[src/design/pin_irq_pkg.sv]
// constants for the external pin interrupt unit
package pin_irq_pkg;

  // =========================================================
  // register port geometry
  localparam int ADDR_W = 4;
  localparam int DATA_W = 8;

  // =========================================================
  // register offsets
  localparam logic [ADDR_W-1:0] CTRL_OFS = 4'h0;
  localparam logic [ADDR_W-1:0] STAT_OFS = 4'h1;
  localparam logic [ADDR_W-1:0] MASK_OFS = 4'h2;

  // =========================================================
  // status/control bit positions
  localparam int PDD_BIT = 6;
  localparam int EDG_BIT = 5;
  localparam int PE_BIT = 4;
  localparam int FLAG_BIT = 3;
  localparam int ACK_BIT = 2;
  localparam int IE_BIT = 1;
  localparam int MOD_BIT = 0;

  // =========================================================
  // reset values and writable bits
  localparam logic [DATA_W-1:0] CTRL_RST = 8'h00;
  localparam logic [DATA_W-1:0] CTRL_WMASK = 8'h73;

  // =========================================================
  // event status layout
  localparam int EVT_W = 2;
  localparam int EVT_EDGE = 0;
  localparam int EVT_REFUSE = 1;
  localparam logic [EVT_W-1:0] STAT_RST = 2'h0;
  localparam logic [EVT_W-1:0] MASK_RST = 2'h0;

endpackage

[src/design/pin_irq_unit.sv]
// external pin interrupt unit: detection, pull control, wake, registers
`timescale 1ns/10ps
// Overview of operation
// - pin events ignored unless pin enabled
// - interrupt pin pull follows pull-disable bit
// - pull-up when falling polarity, else pull-down
// - keeps working in clocked stop modes
// - pin interrupt wakes from every stop mode
// - stop mode pin path is asynchronous
// - software selects falling/low or rising/high
// - software selects edge or edge plus level
// - register access follows the peripheral bus
// - active edge sets the detect flag
// - level mode holds flag while pin asserted
// - write one acknowledges, ack reads zero
// - IRQ_OUT and wake only when interrupt enabled; INT_OUT gated by event mask
module pin_irq_unit
  import pin_irq_pkg::*;
(
  // clock and reset
  input wire logic REF_CLK_IN,
  input wire logic RST_IN,
  // register port
  input wire logic [ADDR_W-1:0] ADDR_IN,
  input wire logic [DATA_W-1:0] WDATA_IN,
  input wire logic WR_IN,
  input wire logic RD_IN,
  output logic [DATA_W-1:0] RDATA_OUT,
  // pin and pad control
  input wire logic PIN_IN,
  input wire logic PIN_FUNC_SEL_IN,
  input wire logic PORT_PULL_EN_IN,
  output logic PULL_EN_OUT,
  output logic PULL_UP_OUT,
  // power management
  input wire logic PCLK_EN_IN,
  input wire logic STOP_FC_IN,
  input wire logic STOP_SC_IN,
  input wire logic STOP_NC_IN,
  // requests
  output logic IRQ_OUT,
  output logic WAKE_OUT,
  output logic INT_OUT
);

  // =========================================================
  // helpers
  // pin level matches the selected polarity
  function automatic logic is_active(input logic lvl, input logic pol);
    is_active = (lvl == pol);
  endfunction

  // =========================================================
  // declarations
  logic sync1_ff;
  logic sync2_ff;
  logic prev_ff;
  logic nxt_sync1;
  logic nxt_sync2;
  logic nxt_prev;
  logic [DATA_W-1:0] ctrl_ff;
  logic [DATA_W-1:0] nxt_ctrl;
  logic flag_ff;
  logic nxt_flag;
  logic [EVT_W-1:0] stat_ff;
  logic [EVT_W-1:0] nxt_stat;
  logic [EVT_W-1:0] mask_ff;
  logic [EVT_W-1:0] nxt_mask;
  logic [DATA_W-1:0] rdata_ff;
  logic [DATA_W-1:0] nxt_rdata;
  logic [EVT_W-1:0] evt;
  logic run;
  logic stop_any;
  logic lvl_now;
  logic edge_det;
  logic flag_set;
  logic lvl_hold;
  logic wr_ctrl;
  logic ack;
  logic ack_ok;
  logic rd_stat;
  logic pin_en;
  logic pol;

  assign pin_en = ctrl_ff[PE_BIT];
  assign pol = ctrl_ff[EDG_BIT];
  assign stop_any = STOP_FC_IN | STOP_SC_IN | STOP_NC_IN;
  // clocked stop modes
  // no-clock stop freezes the clocked path; wake goes asynchronous
  assign run = PCLK_EN_IN & ~STOP_NC_IN;

  // =========================================================
  // pin synchroniser and edge detector
  // two-stage synchroniser
  always_comb begin
    nxt_sync1 = PIN_IN;
    nxt_sync2 = sync1_ff;
    nxt_prev = sync2_ff;
  end

  always_ff @(posedge REF_CLK_IN or posedge RST_IN) begin
    if (RST_IN) begin
      sync1_ff <= 1'b0;
      sync2_ff <= 1'b0;
      prev_ff <= 1'b0;
    end else begin
      sync1_ff <= nxt_sync1;
      sync2_ff <= nxt_sync2;
      prev_ff <= nxt_prev;
    end
  end

  // polarity select
  // a polarity change alone cannot look like an edge: sync2_ff and prev_ff are compared with the same pol
  assign lvl_now = is_active(sync2_ff, pol);
  assign edge_det = lvl_now & ~is_active(prev_ff, pol);

  // =========================================================
  // detect flag
  // pin enable gate
  assign flag_set = pin_en & run & edge_det;
  assign lvl_hold = ctrl_ff[MOD_BIT] & pin_en & lvl_now;
  assign wr_ctrl = WR_IN & (ADDR_IN == CTRL_OFS);
  assign ack = wr_ctrl & WDATA_IN[ACK_BIT];
  assign ack_ok = ack & ~lvl_hold;

  // write one clears
  // set wins over a same-cycle acknowledge
  always_comb begin
    nxt_flag = flag_set | (flag_ff & ~ack_ok);
  end

  always_ff @(posedge REF_CLK_IN or posedge RST_IN) begin
    if (RST_IN) begin
      flag_ff <= 1'b0;
    end else begin
      flag_ff <= nxt_flag;
    end
  end

  // =========================================================
  // control, mask and read data
  // register slave
  always_comb begin
    nxt_ctrl = ctrl_ff;
    nxt_mask = mask_ff;
    if (wr_ctrl) begin
      nxt_ctrl = WDATA_IN & CTRL_WMASK;
    end else if (WR_IN && (ADDR_IN == MASK_OFS)) begin
      nxt_mask = WDATA_IN[EVT_W-1:0];
    end
  end

  // ack reads zero
  // unmapped offsets read as zero
  always_comb begin
    nxt_rdata = 8'h00;
    if (RD_IN && (ADDR_IN == CTRL_OFS)) begin
      nxt_rdata = ctrl_ff;
      nxt_rdata[FLAG_BIT] = flag_ff;
      nxt_rdata[ACK_BIT] = 1'b0;
    end else if (RD_IN && (ADDR_IN == STAT_OFS)) begin
      nxt_rdata[EVT_W-1:0] = stat_ff;
    end else if (RD_IN && (ADDR_IN == MASK_OFS)) begin
      nxt_rdata[EVT_W-1:0] = mask_ff;
    end
  end

  always_ff @(posedge REF_CLK_IN or posedge RST_IN) begin
    if (RST_IN) begin
      ctrl_ff <= CTRL_RST;
      mask_ff <= MASK_RST;
      rdata_ff <= 8'h00;
    end else begin
      ctrl_ff <= nxt_ctrl;
      mask_ff <= nxt_mask;
      rdata_ff <= nxt_rdata;
    end
  end

  assign RDATA_OUT = rdata_ff;

  // =========================================================
  // event status, read to clear
  assign evt[EVT_EDGE] = flag_set;
  assign evt[EVT_REFUSE] = ack & lvl_hold;
  assign rd_stat = RD_IN & (ADDR_IN == STAT_OFS);

  genvar gi;
  generate
    for (gi = 0; gi < EVT_W; gi++) begin : g_stat
      // event in the reading cycle survives for the next read
      always_comb begin
        nxt_stat[gi] = evt[gi] | (stat_ff[gi] & ~rd_stat);
      end
    end
  endgenerate

  always_ff @(posedge REF_CLK_IN or posedge RST_IN) begin
    if (RST_IN) begin
      stat_ff <= STAT_RST;
    end else begin
      stat_ff <= nxt_stat;
    end
  end

  assign INT_OUT = |(stat_ff & mask_ff);

  // =========================================================
  // request, wake and pull outputs
  // enable gates request
  assign IRQ_OUT = flag_ff & ctrl_ff[IE_BIT];

  // asynchronous stop path
  // raw pin read on purpose: no clock may run to sample it
  assign WAKE_OUT = IRQ_OUT | (stop_any & pin_en & ctrl_ff[IE_BIT] &
                               is_active(PIN_IN, pol));

  assign PULL_EN_OUT = PIN_FUNC_SEL_IN ? ~ctrl_ff[PDD_BIT] : PORT_PULL_EN_IN;
  assign PULL_UP_OUT = PIN_FUNC_SEL_IN ? ~pol : 1'b1;
endmodule // pin_irq_unit

[config.mk]
export PLATFORM = sky130hd
export DESIGN_NAME = pin_irq_unit
export DESIGN_NICKNAME = d
export VERILOG_FILES = /design/src/design/pin_irq_pkg.sv /design/src/design/pin_irq_unit.sv
export SDC_FILE = /design/constraint.sdc
export NUM_CORES = 1
export LEC_CHECK = 0
export BUFFER_PORTS_ARGS = -buffer_cell sky130_fd_sc_hd__buf_4
export CORE_MARGIN = 10
export CORE_UTILIZATION = 46
export DETAILED_ROUTE_END_ITERATION = 7
export GPL_TIMING_DRIVEN = 0
export PLACE_DENSITY = 0.77
export SYNTH_ARGS = -nofsm -noshare
export SYNTH_HDL_FRONTEND = slang
export SYNTH_SLANG_ARGS = --single-unit
[constraint.sdc]
create_clock -name REF_CLK_IN -period 1.7 [get_ports REF_CLK_IN]
set_clock_uncertainty 0.1 [all_clocks]
set_input_delay 0.17 -clock REF_CLK_IN [delete_from_list [all_inputs] [get_ports REF_CLK_IN]]
set_output_delay 0.17 -clock REF_CLK_IN [all_outputs]
set_load 0.1 [all_outputs]
==> results.cfg <==
[timing]
fin_crit_ns = 1.64
max_freq_mhz = 610
worstMarginPinSlew_ns = 0.694
setup_viol = 0
slew_viol_final = 0
period_share_pct = 96.5
tns_ns = 0
rsz0062_at_grt = yes
hold_viol_final = 0
max_slew_margin_pct = 53.7

[pwr]
irDropWorstVdd_mv = 0.834
p_sw_uw = 534
switching_share_pct = 39.3
power.total_uw = 1360
p_per_area_mw_per_mm2 = 1070
pwr-share-comb_pct = 40.7
leakage_uw = 0.000635
intPower_uw = 827
seq_power_share_pct = 43.0
p_clk_share_pct = 16.3

[final_layout]
final_nets = 138
regArea_um2 = 477
drive_gt1_share_pct = 44.7
final_cells = 139
final_cell_mix = 33 x buf_4, 18 x dfrtp_1, 6 x dlygate4sd3_1
multi_input_area_um2 = 384
antennaDiodeCount = 0
layout_commonest_cell = buf_4
area_growth_pct = 42.0
fillers = 128

[critical_path]
worst-path-buf-inv = 1
path_cells = xnor2_1 -> o311a_1 -> o21a_2 -> buf_12
cp_max_fo = 5
slowest_stage = dfrtp_2
critical_path_cell_count = 4
worstSetupStartpointType = flip-flop
critical_path_class = flip-flop to output pin
cp_top_family = flip-flops
max_stage_delay_ns = 0.45
end_kind = output pin
required_ns = 1.43
rr_worst_depth = 4
worstPathArrival_ns = 1.37

[synthesis]
synth_edf_count = 0
synthCells = 72
ys_warn_count = 0
ys_seq_area_share_pct = 53.1
synth-seq-cells = 19
synthFlopType = dfrtp_1
syn_avg_cell_area_um2 = 12.4
async_flop_share_pct = 100
syn_area_um2 = 895
synth_cell_types = 29

[job]
max_cap_viol_count = 0

[route]
top_layer = met4
drc = 0
wl_per_cell_um = 14.0
ant_nets = 0
via_per_inst = 4.80
met1Wirelength_um = 834
wl_met3_um = 124
drt_iter0_drc = 14
dr_wl_met2_um = 963
dr.pass1.iters = 4
wl_um = 1950
vias = 667

[cts]
path_clk_slew_ns = 0.11
cts_max_level = 1
cts_buffer_depth = 2
clk-insertion-delay-late_ns = 0.29
cts_tree = built
cts_root_buffer = clkbuf_4
cts_buffers = 3
cts.sinks = 19

[floorplan]
initial_core_util_pct = 50.2
io_pins = 36
rows = 15
die_h_um = 64.1
die_w_um = 64.1
coreArea_mm2 = 0.00178
fp.dieArea_mm2 = 0.00411

[placement]
place_congestion = 0.732
portBuffers = 30
hpwl_um = 1510
dp_cells = 128

[status]
outcome = complete, no violations

[grt]
grt_pass1_vias = 684
grt_pass1_wl_um = 3210
antenna_found_initial = 0
grt_max_degree = 20
grtUsageTotal_pct = 9.58
grt_overflow = 0

[min_path]
hold_path.class = input pin to flip-flop
worstHoldPathCells = 2
## registers in the layout (all words and copies together) (netlist names)
| name | flops |
|---|---|
| prev_ff | 1 |
| flag_ff | 1 |
| ctrl_ff | 5 |
| stat_ff | 2 |
| nxt_prev | 1 |
| mask_ff | 2 |
| RDATA_OUT | 6 |
| nxt_sync2 | 1 |
## area by class of cell
cell class              count  area share (%)
repair buffers             38            24.6
flip-flops and latches     19            37.5
multi-input cells          47            30.2
inverters                   2           0.591
plain buffers               4            2.46
well taps                  25            2.46
clock buffers               4            2.07
## per-stage QoR
stage | util [%] | hold WS, ns | setup slack [ns] | instance area (um^2)
2_1_floorplan | - | 0.0211 | 0.0329 | 903
3_3_place_gp | 65.1 | 0.195 | 0.177 | 1160
3_5_place_dp | 65.1 | 0.199 | 0.166 | 1160
4_1_cts | 69.8 | 0.0102 | 0.00267 | 1240
5_1_grt | 71.2 | 0.00236 | -0.0221 | 1270
6_report | 71.2 | 0.0202 | 0.0594 | 1270
## cells by family after synthesis
| kind of cell | synth area share [%] |
|---|---|
| xor+xnor | 1.96 |
| flops | 53.1 |
| mux | 14.3 |
| simple gates | 16.2 |
| other cells | 0.419 |
| compound gates | 9.09 |
| buf+inv | 4.89 |
## metal layers
metal / global-route usage, % / vias to the layer above
met5: 0 / -
met3: 2.96 / 2
met4: 4.81 / 0
met1: 10.8 / 313
met2: 15.9 / 22
li1: - / 330
## power by group through the flow
stage	Clock, uW	Combinational [uW]	Sequential [uW]
finish	222	554	585
CTS	228	537	589
global placement	0	513	583
floorplan	0	390	587
detailed placement	0	519	585
global route	253	584	595
## synthesized netlist by cell type, types with 2 or more instances
cell | instances | area (um^2)
and2_1 | 5 | 31.3
o21ai_0 | 2 | 10.0
a21o_1 | 2 | 15.0
buf_4 | 2 | 15.0
inv_1 | 2 | 7.51
nand2_1 | 5 | 18.8
nand3b_1 | 3 | 22.5
dfrtp_1 | 19 | 475
buf_2 | 2 | 10.0
nor2b_1 | 2 | 12.5
mux2i_1 | 3 | 30.0
and3_1 | 2 | 12.5
mux2_2 | 2 | 22.5
mux2_4 | 5 | 75.1
nor2_1 | 2 | 7.51
## final timing paths
path                             startpoint      endpoint  slack (ns)
worst min-delay path            WDATA_IN[1]    ctrl_ff[1]        0.02
max in group asynchronous            RST_IN    ctrl_ff[5]        0.58
worst max register to register   ctrl_ff[5]       flag_ff        0.21
worst min register to register    nxt_sync2      nxt_prev        0.29
worst max-delay path             ctrl_ff[5]      WAKE_OUT        0.06
min in group asynchronous            RST_IN  RDATA_OUT[3]        0.45
## repair_timing
| item | 4_1_cts | 5_1_grt |
|---|---|---|
| gates resized for setup | 4 | 0 |
| buffers inserted | 0 | 2 |
| hold buffers | 5 | 1 |
| pin swaps | 0 | 1 |
| setup endpoints to repair | 1 | 1 |
| hold endpoints to repair | 23 | 1 |
Power figures use the tool's default switching activity.
